File: config.mk
export PLATFORM = sky130hd
export DESIGN_NAME = adc_ctrl
export DESIGN_NICKNAME = d
export VERILOG_FILES = /design/src/adc_seq.v /design/src/adc_ctrl.v
export VERILOG_INCLUDE_DIRS = /design/src
export SDC_FILE = /design/constraint.sdc
export NUM_CORES = 1
export LEC_CHECK = 0
export ABC_AREA = 1
export BUFFER_PORTS_ARGS = -buffer_cell sky130_fd_sc_hd__buf_4
export CAP_MARGIN = 10
export CORE_ASPECT_RATIO = 0.5
export CORE_MARGIN = 4
export CORE_UTILIZATION = 35
export CTS_BUF_LIST = sky130_fd_sc_hd__clkbuf_4 sky130_fd_sc_hd__clkbuf_8
export DETAILED_ROUTE_END_ITERATION = 16
export GPL_ROUTABILITY_DRIVEN = 0
export GPL_TIMING_DRIVEN = 1
export SETUP_SLACK_MARGIN = 0.4
export SYNTH_ARGS = -nofsm -noshare
export SYNTH_HDL_FRONTEND = slang
export SYNTH_HIERARCHICAL = 1
export SYNTH_SLANG_ARGS = --single-unit
File: constraint.sdc
create_clock -name i_core_clk -period 2.8 [get_ports i_core_clk]
set_input_delay 0.42 -clock i_core_clk [delete_from_list [all_inputs] [get_ports i_core_clk]]
set_output_delay 0.42 -clock i_core_clk [all_outputs]
set_load 0.02 [all_outputs]
File: src/adc_ctrl_defines.vh
// register offsets, field positions, reset values and timing counts for the converter control
`ifndef ADC_CTRL_DEFINES_VH
`define ADC_CTRL_DEFINES_VH
// ----------------------------------------------------------------
// register byte offsets
// ----------------------------------------------------------------
`define OFS_CTRL 12'h000
`define OFS_MUX 12'h004
`define OFS_STATUS 12'h008
`define OFS_DATA 12'h00C
`define OFS_WIN_LO 12'h010
`define OFS_WIN_HI 12'h014
// ----------------------------------------------------------------
// control fields
// ----------------------------------------------------------------
`define CTRL_EN_BIT 0
`define CTRL_IE_BIT 1
`define CTRL_WIE_BIT 2
`define CTRL_WIN_OUT_BIT 3
`define CTRL_SW_BIT 4
`define CTRL_TRIG_LSB 8
`define CTRL_TRIG_MSB 10
`define CTRL_RESET 32'h0000_0000
// ----------------------------------------------------------------
// trigger source codes
// ----------------------------------------------------------------
`define TRIG_SW 3'h0
`define TRIG_TMR0 3'h1
`define TRIG_TMR1 3'h2
`define TRIG_TMR2 3'h3
`define TRIG_TMR3 3'h4
`define TRIG_EXT 3'h5
// ----------------------------------------------------------------
// mux fields and status bits
// ----------------------------------------------------------------
`define MUX_POS_LSB 0
`define MUX_NEG_LSB 8
`define STAT_DONE_BIT 0
`define STAT_WIN_BIT 1
`define STAT_BUSY_BIT 2
`define WIN_HI_RESET 10'h3FF
// ----------------------------------------------------------------
// timing
// ----------------------------------------------------------------
`define CLK_HZ 40000000
`define MAX_SPS 200000
`define CONV_CYCLES (`CLK_HZ / `MAX_SPS)
`endif

File: src/adc_seq.v
// conversion sequencer: holds one conversion for a fixed slot and hands back the result
`timescale 1ns/1ps
`include "adc_ctrl_defines.vh"
module adc_seq #(
  parameter DATA_W = 10,
  parameter CONV_CYCLES = `CONV_CYCLES
) (
  input wire i_core_clk,
  input wire i_rst_b,
  input wire i_start,
  input wire i_enable,
  input wire [DATA_W-1:0] i_sample,
  output reg o_busy,
  output reg o_done,
  output reg [DATA_W-1:0] o_result
);
  localparam CNT_W = 8;
  reg [CNT_W-1:0] cnt_q;
  always @(posedge i_core_clk or negedge i_rst_b) begin
    if (!i_rst_b) begin
      cnt_q <= 8'h00;
      o_busy <= 1'b0;
      o_done <= 1'b0;
      o_result <= {DATA_W{1'b0}};
    end else begin
      o_done <= 1'b0;
      if (!i_enable) begin
        o_busy <= 1'b0;
      end else if (!o_busy && i_start) begin
        o_busy <= 1'b1;
        cnt_q <= CONV_CYCLES[CNT_W-1:0] - 8'h01;
      end else if (o_busy) begin
        if (cnt_q == 8'h00) begin
          o_busy <= 1'b0;
          o_done <= 1'b1;
          o_result <= i_sample;
        end else begin
          cnt_q <= cnt_q - 8'h01;
        end
      end
    end
  end
endmodule

File: src/adc_ctrl.v
// APB-controlled conversion control for the 10-bit successive-approximation converter
//
// Functional notes
// six trigger sources selectable by software
// completion flag; interrupt only when enabled
// latch 10-bit result at each completion
// window interrupt inside or outside bounds
// background conversions interrupt only on window
// separate positive and negative input selections
// shutdown powers down, blocks conversions
// back to back up to 200 ksps; the code starts at most every 201 cycles, about 199 ksps
// external start synchronised then edge detected
//
// Local design decisions: the APB slave port and the placing of the registers.
`timescale 1ns/1ps
`include "adc_ctrl_defines.vh"
module adc_ctrl #(
  parameter DATA_W = 10,
  parameter MUX_W = 5
) (
  input wire i_core_clk,
  input wire i_rst_b,
  input wire i_psel,
  input wire i_penable,
  input wire i_pwrite,
  input wire [11:0] i_paddr,
  input wire [31:0] i_pwdata,
  output reg [31:0] o_prdata,
  output reg o_pready,
  output reg o_pslverr,
  input wire [3:0] i_tmr_ovf,
  input wire i_ext_convert_start,
  input wire [DATA_W-1:0] i_sar_converter_result,
  output reg o_sar_converter_en,
  output reg o_sar_converter_start,
  output reg [MUX_W-1:0] o_mux_pos,
  output reg [MUX_W-1:0] o_mux_neg,
  output reg o_irq
);
  // ----------------------------------------------------------------
  // registers
  // ----------------------------------------------------------------
  reg [31:0] ctrl_q;
  reg [MUX_W-1:0] pos_q;
  reg [MUX_W-1:0] neg_q;
  reg [DATA_W-1:0] win_lo_q;
  reg [DATA_W-1:0] win_hi_q;
  reg done_q;
  reg win_q;
  reg ext_s1_q;
  reg ext_s2_q;
  reg ext_s3_q;
  reg sw_req_q;
  wire busy;
  wire seq_done;
  wire [DATA_W-1:0] result;
  wire wr_en = i_psel && i_penable && i_pwrite && o_pready;
  wire rd_cyc = i_psel && !i_penable;
  wire acc_first = i_psel && i_penable && !o_pready;
  wire status_wr = wr_en && (i_paddr == `OFS_STATUS);
  reg [31:0] rdata_d;
  reg addr_hit;
  wire [2:0] trig_sel = ctrl_q[`CTRL_TRIG_MSB:`CTRL_TRIG_LSB];
  wire conv_en = ctrl_q[`CTRL_EN_BIT];
  // ----------------------------------------------------------------
  // trigger selection
  // ----------------------------------------------------------------
  // the first stage only feeds the second; edge detect uses stages two and three
  wire ext_edge = ext_s2_q && !ext_s3_q;
  reg start_sel;
  always @* begin
    case (trig_sel)
      `TRIG_SW: start_sel = sw_req_q;
      `TRIG_TMR0: start_sel = i_tmr_ovf[0];
      `TRIG_TMR1: start_sel = i_tmr_ovf[1];
      `TRIG_TMR2: start_sel = i_tmr_ovf[2];
      `TRIG_TMR3: start_sel = i_tmr_ovf[3];
      `TRIG_EXT: start_sel = ext_edge;
      default: start_sel = 1'b0;
    endcase
  end
  wire start = start_sel && conv_en;
  // ----------------------------------------------------------------
  // conversion sequencer
  // ----------------------------------------------------------------
  adc_seq #(
    .DATA_W(DATA_W)
  ) u_seq (
    .i_core_clk(i_core_clk),
    .i_rst_b(i_rst_b),
    .i_start(start),
    .i_enable(conv_en),
    .i_sample(i_sar_converter_result),
    .o_busy(busy),
    .o_done(seq_done),
    .o_result(result)
  );
  // ----------------------------------------------------------------
  // window compare
  // ----------------------------------------------------------------
  wire in_win = (result >= win_lo_q) && (result <= win_hi_q);
  wire win_hit = ctrl_q[`CTRL_WIN_OUT_BIT] ? !in_win : in_win;
  reg seq_done_q;
  // ----------------------------------------------------------------
  // read decode
  // ----------------------------------------------------------------
  // one decode feeds both data and error, so they cannot disagree
  always @* begin
    addr_hit = 1'b1;
    if (i_paddr == `OFS_CTRL) begin
      rdata_d = ctrl_q;
    end else if (i_paddr == `OFS_MUX) begin
      rdata_d = {19'h0, neg_q, 3'h0, pos_q};
    end else if (i_paddr == `OFS_STATUS) begin
      rdata_d = {29'h0, busy, win_q, done_q};
    end else if (i_paddr == `OFS_DATA) begin
      rdata_d = {22'h0, result};
    end else if (i_paddr == `OFS_WIN_LO) begin
      rdata_d = {22'h0, win_lo_q};
    end else if (i_paddr == `OFS_WIN_HI) begin
      rdata_d = {22'h0, win_hi_q};
    end else begin
      rdata_d = 32'h0000_0000;
      addr_hit = 1'b0;
    end
  end
  // ----------------------------------------------------------------
  // external start synchroniser
  // ----------------------------------------------------------------
  // the pin is asynchronous; nothing but the second stage reads the first
  always @(posedge i_core_clk or negedge i_rst_b) begin
    if (!i_rst_b) begin
      ext_s1_q <= 1'b0;
      ext_s2_q <= 1'b0;
      ext_s3_q <= 1'b0;
    end else begin
      ext_s1_q <= i_ext_convert_start;
      ext_s2_q <= ext_s1_q;
      ext_s3_q <= ext_s2_q;
    end
  end
  // ----------------------------------------------------------------
  // bus interface and register writes
  // ----------------------------------------------------------------
  always @(posedge i_core_clk or negedge i_rst_b) begin
    if (!i_rst_b) begin
      ctrl_q <= `CTRL_RESET;
      pos_q <= {MUX_W{1'b0}};
      neg_q <= {MUX_W{1'b0}};
      win_lo_q <= {DATA_W{1'b0}};
      win_hi_q <= `WIN_HI_RESET;
      sw_req_q <= 1'b0;
      o_prdata <= 32'h0000_0000;
      o_pready <= 1'b0;
      o_pslverr <= 1'b0;
    end else begin
      sw_req_q <= 1'b0;
      // one wait state: ready rises in the second access cycle
      o_pready <= acc_first;
      o_pslverr <= 1'b0;
      // data is taken in the setup cycle and held until the next setup
      if (rd_cyc) begin
        o_prdata <= rdata_d;
      end
      // unmapped offsets answer with an error, read zero and ignore writes
      if (acc_first) begin
        o_pslverr <= !addr_hit;
      end
      if (wr_en) begin
        if (i_paddr == `OFS_CTRL) begin
          ctrl_q <= {21'h0, i_pwdata[10:8], 4'h0, i_pwdata[3:0]};
          sw_req_q <= i_pwdata[`CTRL_SW_BIT];
        end else if (i_paddr == `OFS_MUX) begin
          pos_q <= i_pwdata[`MUX_POS_LSB+MUX_W-1:`MUX_POS_LSB];
          neg_q <= i_pwdata[`MUX_NEG_LSB+MUX_W-1:`MUX_NEG_LSB];
        end else if (i_paddr == `OFS_WIN_LO) begin
          win_lo_q <= i_pwdata[DATA_W-1:0];
        end else if (i_paddr == `OFS_WIN_HI) begin
          win_hi_q <= i_pwdata[DATA_W-1:0];
        end
      end
    end
  end
  // ----------------------------------------------------------------
  // status flags
  // ----------------------------------------------------------------
  always @(posedge i_core_clk or negedge i_rst_b) begin
    if (!i_rst_b) begin
      done_q <= 1'b0;
      win_q <= 1'b0;
      seq_done_q <= 1'b0;
    end else begin
      seq_done_q <= seq_done;
      // write one to clear; a same-cycle completion wins
      if (seq_done) begin
        done_q <= 1'b1;
      end else if (status_wr && i_pwdata[`STAT_DONE_BIT]) begin
        done_q <= 1'b0;
      end
      // window checked one cycle after the result lands
      if (seq_done_q && win_hit) begin
        win_q <= 1'b1;
      end else if (status_wr && i_pwdata[`STAT_WIN_BIT]) begin
        win_q <= 1'b0;
      end
    end
  end
  // ----------------------------------------------------------------
  // converter and interrupt outputs
  // ----------------------------------------------------------------
  // with done interrupt off, background runs quietly unless window hits
  wire irq_d = (done_q && ctrl_q[`CTRL_IE_BIT]) ||
    (win_q && ctrl_q[`CTRL_WIE_BIT]);
  always @(posedge i_core_clk or negedge i_rst_b) begin
    if (!i_rst_b) begin
      o_sar_converter_en <= 1'b0;
      o_sar_converter_start <= 1'b0;
      o_mux_pos <= {MUX_W{1'b0}};
      o_mux_neg <= {MUX_W{1'b0}};
      o_irq <= 1'b0;
    end else begin
      o_irq <= irq_d;
      o_sar_converter_en <= conv_en;
      o_sar_converter_start <= start && !busy;
      o_mux_pos <= pos_q;
      o_mux_neg <= neg_q;
    end
  end
endmodule

==> results of run 1 <==
-- cell usage after synthesis, drive strengths merged --
| cell type | count | area share (%) |
|---|---|---|
| xor2 | 2 | 0.34 |
| a211oi | 2 | 0.30 |
| o2111ai | 2 | 0.34 |
| o21bai | 3 | 0.44 |
| buf | 28 | 4.6 |
| nor3 | 7 | 0.69 |
| dfstp | 10 | 5.2 |
| o21ai | 46 | 5.8 |
| nand2 | 204 | 16 |
| dfrtp | 82 | 40 |
| o21a | 1 | 0.15 |
| a21oi | 8 | 0.79 |
| nor2 | 49 | 5.2 |
| nand4 | 11 | 1.5 |
| o31ai | 1 | 0.15 |
| clkbuf | 2 | 0.15 |
| nor4 | 1 | 0.12 |
| inv | 81 | 6.1 |
| a21o | 1 | 0.15 |
| o311ai | 1 | 0.17 |
| nand3 | 50 | 5.4 |
| nand3b | 1 | 0.15 |
| conb | 1 | 0.074 |
| or2 | 1 | 0.12 |
| ha | 22 | 5.4 |
| a22o | 1 | 0.17 |
-- final cells by class --
cell class,instances,share of cell area [%]
Tap cell,192,4.05
Multi-Input combinational cell,433,38.5
Clock buffer,9,2.09
Clock inverter,7,1.10
Inverter,81,5.25
Sequential cell,92,39.0
Timing Repair Buffer,77,10.0
-- worst min path at each step --
stage	slack (ns)	start	to	depth (start not counted)
2_1_floorplan	0.12	i_rst_b	ctrl_q[0]$_DFFE_PN0P_	0
3_3_place_gp	0.33	ext_s1_q$_DFF_PN0_	ext_s2_q$_DFF_PN0_	0
3_5_place_dp	0.34	ext_s1_q$_DFF_PN0_	ext_s2_q$_DFF_PN0_	0
4_1_cts	0.13	i_ext_convert_start	ext_s1_q$_DFF_PN0_	1
5_1_grt	0.13	i_ext_convert_start	ext_s1_q$_DFF_PN0_	1
6_report	0.14	i_ext_convert_start	ext_s1_q$_DFF_PN0_	1
-- kinds of logic after synthesis --
kind of cell             Yosys count  synth area share, %
adder cells (fa/ha/maj)           22                 5.42
other                              1               0.0738
AO/OA/AOI/OAI                     66                 8.45
XOR/XNOR                           2                0.345
AND/OR/NAND/NOR                  324                 29.3
flip-flops                        92                 45.6
buffers and inverters            111                 10.8
-- power groups by stage --
stage	Clock (uW)	Combinational [uW]	Sequential (uW)
final	882	174	1330
after global routing	960	193	1340
after CTS	908	177	1330
after detailed placement	0	176	1360
after global placement	0	174	1360
after floorplan	0	84.1	1360
-- registers in the layout, summed over array words and instances (netlist names), 5 cells and up --
signal and cells:
win_hi_q 10, pos_q 5, win_lo_q 10, o_mux_pos 5
u_seq/cnt_q 8, u_seq/o_result 10, o_prdata 13, ctrl_q 7
neg_q 5, o_mux_neg 5
-- metal layers --
metal	share of wire [%]	global-route usage (%)	vias up
met5	0	0	-
met4	1.1	3.83	0
met3	6.2	3.72	12
met2	40	22.2	113
met1	53	24.1	1916
li1	-	-	2087
-- repair_timing --
| item | 4_1_cts | 5_1_grt |
|---|---|---|
| hold buffers | 1 | 0 |
| buffers inserted | 0 | 0 |
| endpoints found under the hold margin | 22 | 0 |
-- critical path: stages (launching register included) --
cell and delay [ns]:
dfrtp_1 0.54, nor2_1 0.09, a211oi_1 0.19, o21bai_1 0.12, a21oi_1 0.18, inv_1 0.06, nor2_1 0.31, inv_1 0.17
nand3_1 0.12, o21ai_0 0.07
-- through the flow --
step | util [%] | total power (uW)
3_5_place_dp | 41.3 | 1540
2_1_floorplan | - | 1450
4_1_cts | 42.7 | 2420
6_report | 42.7 | 2390
5_1_grt | 42.7 | 2490
3_3_place_gp | 41.3 | 1530
==> results.json, run 1 <==
{
  "postLayoutCellArea_mm2": 0.00593,
  "grt_use_total_pct": 15.8,
  "cts_buffers": 9,
  "p_comb_share_pct": 7.3,
  "hpwl_um": 9800,
  "critPathArrivalTime_ns": 2.23,
  "n_antenna_cell": 0,
  "outcome": "complete, no violations",
  "fmax_mhz": 507,
  "grt_max_degree": 44,
  "cts_htree_levels": 3,
  "fillers": 1399,
  "rrSetupSlack_ns": 0.83,
  "register_area_mm2": 0.00231,
  "die_area_mm2": 0.0166,
  "synth_seq_cells": 92,
  "worst_pin_slew_ns": 0.587,
  "r2r_cells": 9,
  "yosysWarnings": 6,
  "slew_violations": 0,
  "drtIter0Drc": 210,
  "area_growth_pct": 16.7,
  "hold_path.class": "in2reg",
  "yosysSeqAreaShare_pct": 45.6,
  "setup_tns_ns": 0,
  "hold_violations": 0,
  "power.density_mw_per_mm2": 403,
  "grt_pass1_wl_um": 20400,
  "synth.avg_cell_area_um2": 8.22,
  "fin_ws_ns": 0.826,
  "post-route-drc-count": 0,
  "clockBufferDepth": 2,
  "cts_tree": "built",
  "swShare_pct": 27.5,
  "viasPerCell": 4.63,
  "io_pins": 111,
  "instances_no_fill": 891,
  "drt_wl_total_um": 12600,
  "cts_resized": 0,
  "post_dp_cell_area_mm2": 0.00573,
  "whs_ns": 0.143,
  "dp.cells": 874,
  "drive_gt1_share_pct": 21.6,
  "grt_antenna_before_repair": 0,
  "setup_violations": 0,
  "fp.coreArea_mm2": 0.0139,
  "port_buffers": 72,
  "r2r_end": "u_seq/cnt_q[5]$_DFFE_PN0P_",
  "dpl_worst_slack_ns": 0.808,
  "relSlewSlack_pct": 60.6,
  "rows": 30,
  "final_common_cell": "nand2_1",
  "ir_drop_mv": 0.189,
  "dr.pass1.iters": 5,
  "grt-ovfl-total": 0,
  "critical_path_class": "reg2reg",
  "cp-startpoint": "ctrl_q[8]$_DFFE_PN0P_",
  "switching_power_uw": 657,
  "die_h_um": 93.2,
  "cts.root.buffer_cell": "clkbuf_8",
  "rsz0062_at_grt": "no",
  "wl_per_cell_um": 14.2,
  "min_period_ns": 1.97,
  "min_period_over_period_pct": 70.5,
  "initial_core_util_pct": 36.6,
  "critical_path_required_ns": 3.05,
  "multi_input_area_mm2": 0.00228,
  "finClkSkew_ns": 0.0155,
  "cellInternalPower_uw": 1730,
  "p_clk_share_pct": 36.9,
  "synth.distinct_cells": 42,
  "synth_area_mm2": 0.00508,
  "worstSkewPairLatency_ns": 0.38,
  "fin_nets": 780,
  "grt_pass1_vias": 3875,
  "pwr-share-seq_pct": 55.8,
  "startpoint_type": "flip-flop",
  "clock-sinks": 92,
  "final_cell_mix": "196 x nand2_1, 82 x dfrtp_1, 75 x buf_4, 74 x inv_1, 47 x nand3_1",
  "leakagePower_uw": 0.00305,
  "end_kind": "flip-flop",
  "crit_fanout": 8,
  "drv_cap": 0,
  "r2r-start": "ctrl_q[8]$_DFFE_PN0P_",
  "endpoint": "u_seq/cnt_q[5]$_DFFE_PN0P_",
  "ant_nets": 0,
  "clkTransAtPathRegs_ns": 0.10,
  "syn_inst": 618,
  "vias": 4128,
  "die_w_um": 178
}
No activity file was read; power rests on OpenSTA's default activity.
==> inputs of run 2 (changes only) <==
--- a/config.mk
+++ b/config.mk
@@ -6,7 +6,7 @@
 export SDC_FILE = /design/constraint.sdc
 export NUM_CORES = 1
 export LEC_CHECK = 0
-export ABC_AREA = 1
+export ABC_AREA = 0
 export BUFFER_PORTS_ARGS = -buffer_cell sky130_fd_sc_hd__buf_4
 export CAP_MARGIN = 10
 export CORE_ASPECT_RATIO = 0.5
==> constraint.sdc (replaced) <==
create_clock -name i_core_clk -period 1.85 [get_ports i_core_clk]
set_input_delay 0.2775 -clock i_core_clk [delete_from_list [all_inputs] [get_ports i_core_clk]]
set_output_delay 0.2775 -clock i_core_clk [all_outputs]
set_load 0.02 [all_outputs]
==> run 2 against run 1 <==
Flip-flop and latch count is the same. Via count shrank 11%. First-iteration DRC count grew 3.8%. The run now ends with negative setup slack left. Highest routed layer unchanged. Global-route usage grew 0.98 points. Clock power grew 78%. Combinational power grew 140%. Count of clock-buffer cells in the layout grew 2. Routed wire length grew 1.5%. Clock skew shrank 0.0033 ns. Maximum frequency grew 3.3%. Setup slack lost 0.89 ns.
==> results.json, run 2 <==
{
  "outcome": "finished with violations",
  "violations": "negative setup slack",
  "clockBufferDepth": 2,
  "rsz0062_at_grt": "yes",
  "clock-sinks": 92,
  "crit_buf_inv": 1,
  "yosys.area.top_type_share_pct": 43.5,
  "cp_slowest_stage_delay_ns": 0.51,
  "yosysSeqAreaShare_pct": 49.0,
  "r2r_cells": 8,
  "grt-ovfl-total": 0,
  "crit_slowest_cell": "mux4_2",
  "crit_fanout": 4,
  "post-route-drc-count": 0,
  "end_kind": "flip-flop",
  "post_synth_and_or_nand_nor_area_fraction_pct": 13.4,
  "relSlewSlack_pct": 65.0,
  "synth.most_common_cell": "dfrtp_1",
  "fmax_mhz": 523,
  "power.total_uw": 4040,
  "yosysWarnings": 6,
  "leakagePower_uw": 0.00336,
  "whs_ns": 0.132,
  "initial_core_util_pct": 36.6,
  "ir_drop_mv": 0.286,
  "grt_pass1_vias": 3829,
  "power.density_mw_per_mm2": 589,
  "area_growth_pct": 45.3,
  "drv_cap": 0,
  "multi_input_area_mm2": 0.00258,
  "largest_reg_flops": 13,
  "startpoint_type": "flip-flop",
  "worstSkewPairLatency_ns": 0.37,
  "drt_wl_total_um": 12800,
  "grt_use_total_pct": 16.7,
  "slew_violations": 0,
  "io_pins": 111,
  "drive_gt1_share_pct": 53.3,
  "synth_compound_area_share_pct": 9.99,
  "critical_path_required_ns": 2.11,
  "die_h_um": 90.1,
  "cts_htree_levels": 3,
  "synth_mux_area_share_pct": 14.3,
  "grt_antenna_before_repair": 0,
  "finClkSkew_ns": 0.0122,
  "synth_xor_xnor_area_share_pct": 0.556,
  "rows": 29,
  "synth-edff-count": 0,
  "cts_tree": "built",
  "wl_per_cell_um": 17.4,
  "register_area_mm2": 0.00232,
  "worst_pin_slew_ns": 0.524,
  "post_dp_cell_area_mm2": 0.00590,
  "synth.distinct_cells": 66,
  "fp.coreArea_mm2": 0.0129,
  "synth_top_area_cell": "dfrtp_1",
  "hold_depth": 2,
  "drtIter0Drc": 218,
  "synth_common_cells": "82 x dfrtp_1, 29 x inv_1, 27 x nand2_1",
  "fin_nets": 649,
  "die_w_um": 172,
  "cts_buffers": 9,
  "min_period_ns": 1.91,
  "port_buffers": 72,
  "cp_top_family": "multiplexers",
  "final_common_cell": "buf_4",
  "synth_area_mm2": 0.00472,
  "ant_nets": 0,
  "fin_ws_ns": -0.0605,
  "postLayoutCellArea_mm2": 0.00686,
  "hold_violations": 0,
  "syn_inst": 395,
  "synth-main-ff-cell": "dfrtp_1",
  "n_antenna_cell": 0,
  "cp_cell_sequence": "mux4_2 > mux2i_1 > nor2b_2 > o21ai_4 > buf_4 > a211oi_2 > xnor2_1 > nand2_1",
  "setup_violations": 7,
  "synth_top_family_by_area": "multiplexers",
  "synth_area_leaders": "dfrtp_1 43%, ha_1 5.8%, mux2_4 5.7%",
  "min_period_over_period_pct": 103,
  "critPathArrivalTime_ns": 2.17,
  "hold_path.class": "in2reg",
  "synthAdderAreaFrac_pct": 5.83,
  "fillers": 1120,
  "cp.depth": 8,
  "critical_path_class": "reg2reg",
  "top_register": "o_prdata",
  "vias": 3680,
  "grt_pass1_wl_um": 20400,
  "dr.pass1.iters": 4,
  "final_cell_mix": "137 x buf_4, 81 x dfrtp_1, 44 x mux2_4, 25 x nand2_1, 21 x inv_1",
  "hpwl_um": 8950,
  "die_area_mm2": 0.0155,
  "viasPerCell": 4.99,
  "cts.root.buffer_cell": "clkbuf_8",
  "synth_seq_cells": 92,
  "synth.avg_cell_area_um2": 12.0,
  "grt_max_degree": 36,
  "synthArstFlopShare_pct": 100,
  "clkTransAtPathRegs_ns": 0.09
}
-- run 2: cell count changes in the layout (fill, tap and decap cells not counted), sizes merged, moves of 7 or more --
| cell | previous run | this run |
|---|---|---|
| nand2 | 204 | 30 |
| buf | 76 | 162 |
| inv | 85 | 29 |
| mux2 | 0 | 44 |
| nand3 | 50 | 7 |
| nor2 | 49 | 17 |
| o21ai | 46 | 16 |
| mux2i | 0 | 9 |
| a222oi | 0 | 7 |
| nand2b | 0 | 7 |
| nand4 | 11 | 4 |
-- run 2: kinds of logic after synthesis --
kind of cell | after synthesis
mux | 54
fa+ha+maj | 22
other cells | 1
buf+inv | 57
flops | 92
compound gates | 68
simple gates | 98
xor+xnor | 3
-- run 2: area by class of cell --
type | instances | area share (%)
multi-input combinational | 266 | 37.6
clock inverter | 5 | 1.22
tap | 170 | 3.10
clock buffer | 11 | 2.21
timing repair buffer | 165 | 20.6
inverter | 29 | 1.59
sequential | 92 | 33.8
-- run 2: power by group --
group / internal, uW / switching [uW]
Clock: 837 / 735
Sequential: 2040 / 21.7
Combinational: 186 / 229
Total: 3060 / 986
-- run 2: repair_timing --
action                                  4_1_cts  5_1_grt
hold buffers                                  2        0
buffers inserted                             27        7
resized for setup                            49       35
pin swaps                                    26       14
hold endpoints to repair                     18        0
gates cloned                                  4        0
endpoints found under the setup margin       64       67
-- run 2: metrics by stage --
stage | TNS [ns] | util [%] | std cells | worst slack (ns)
floorplan | -0.00155 | - | 413 | -0.00155
global placement | -2.68 | 45.7 | 682 | -0.0993
finish | -0.256 | 53.1 | 738 | -0.0605
detailed placement | -2.74 | 45.7 | 682 | -0.106
CTS | -0.461 | 51.6 | 731 | -0.0849
global route | -1.08 | 53.1 | 738 | -0.168
-- run 2: worst paths after layout --
kind	slack, ns	start	endpoint
max reg2reg	-0.06	ctrl_q[8]$_DFFE_PN0P_	u_seq/cnt_q[2]$_DFFE_PN0P_
max in group asynchronous	0.83	i_rst_b	win_hi_q[3]$_DFFE_PN1P_
max	-0.06	ctrl_q[8]$_DFFE_PN0P_	u_seq/cnt_q[2]$_DFFE_PN0P_
min reg2reg	0.38	ext_s1_q$_DFF_PN0_	ext_s2_q$_DFF_PN0_
min in group asynchronous	0.36	i_rst_b	o_prdata[7]$_DFFE_PN0P_
min	0.13	i_pwdata[11]	neg_q[3]$_DFFE_PN0P_
-- run 2: worst register-to-register path, stage by stage (launching register included) --
cell      delay, ns
dfrtp_1        0.42
mux4_2         0.51
mux2i_1        0.17
nor2b_2        0.09
o21ai_4        0.18
buf_4          0.17
a211oi_2       0.04
xnor2_1        0.15
nand2_1        0.07
-- run 2: metal layers --
metal | vias to the layer above | global-route usage [%] | wire length [um]
met3 | 20 | 4.91 | 866
li1 | 1729 | - | -
met1 | 1832 | 23.1 | 5880
met5 | - | 0 | 0
met2 | 99 | 25.8 | 5890
met4 | 0 | 4.25 | 194
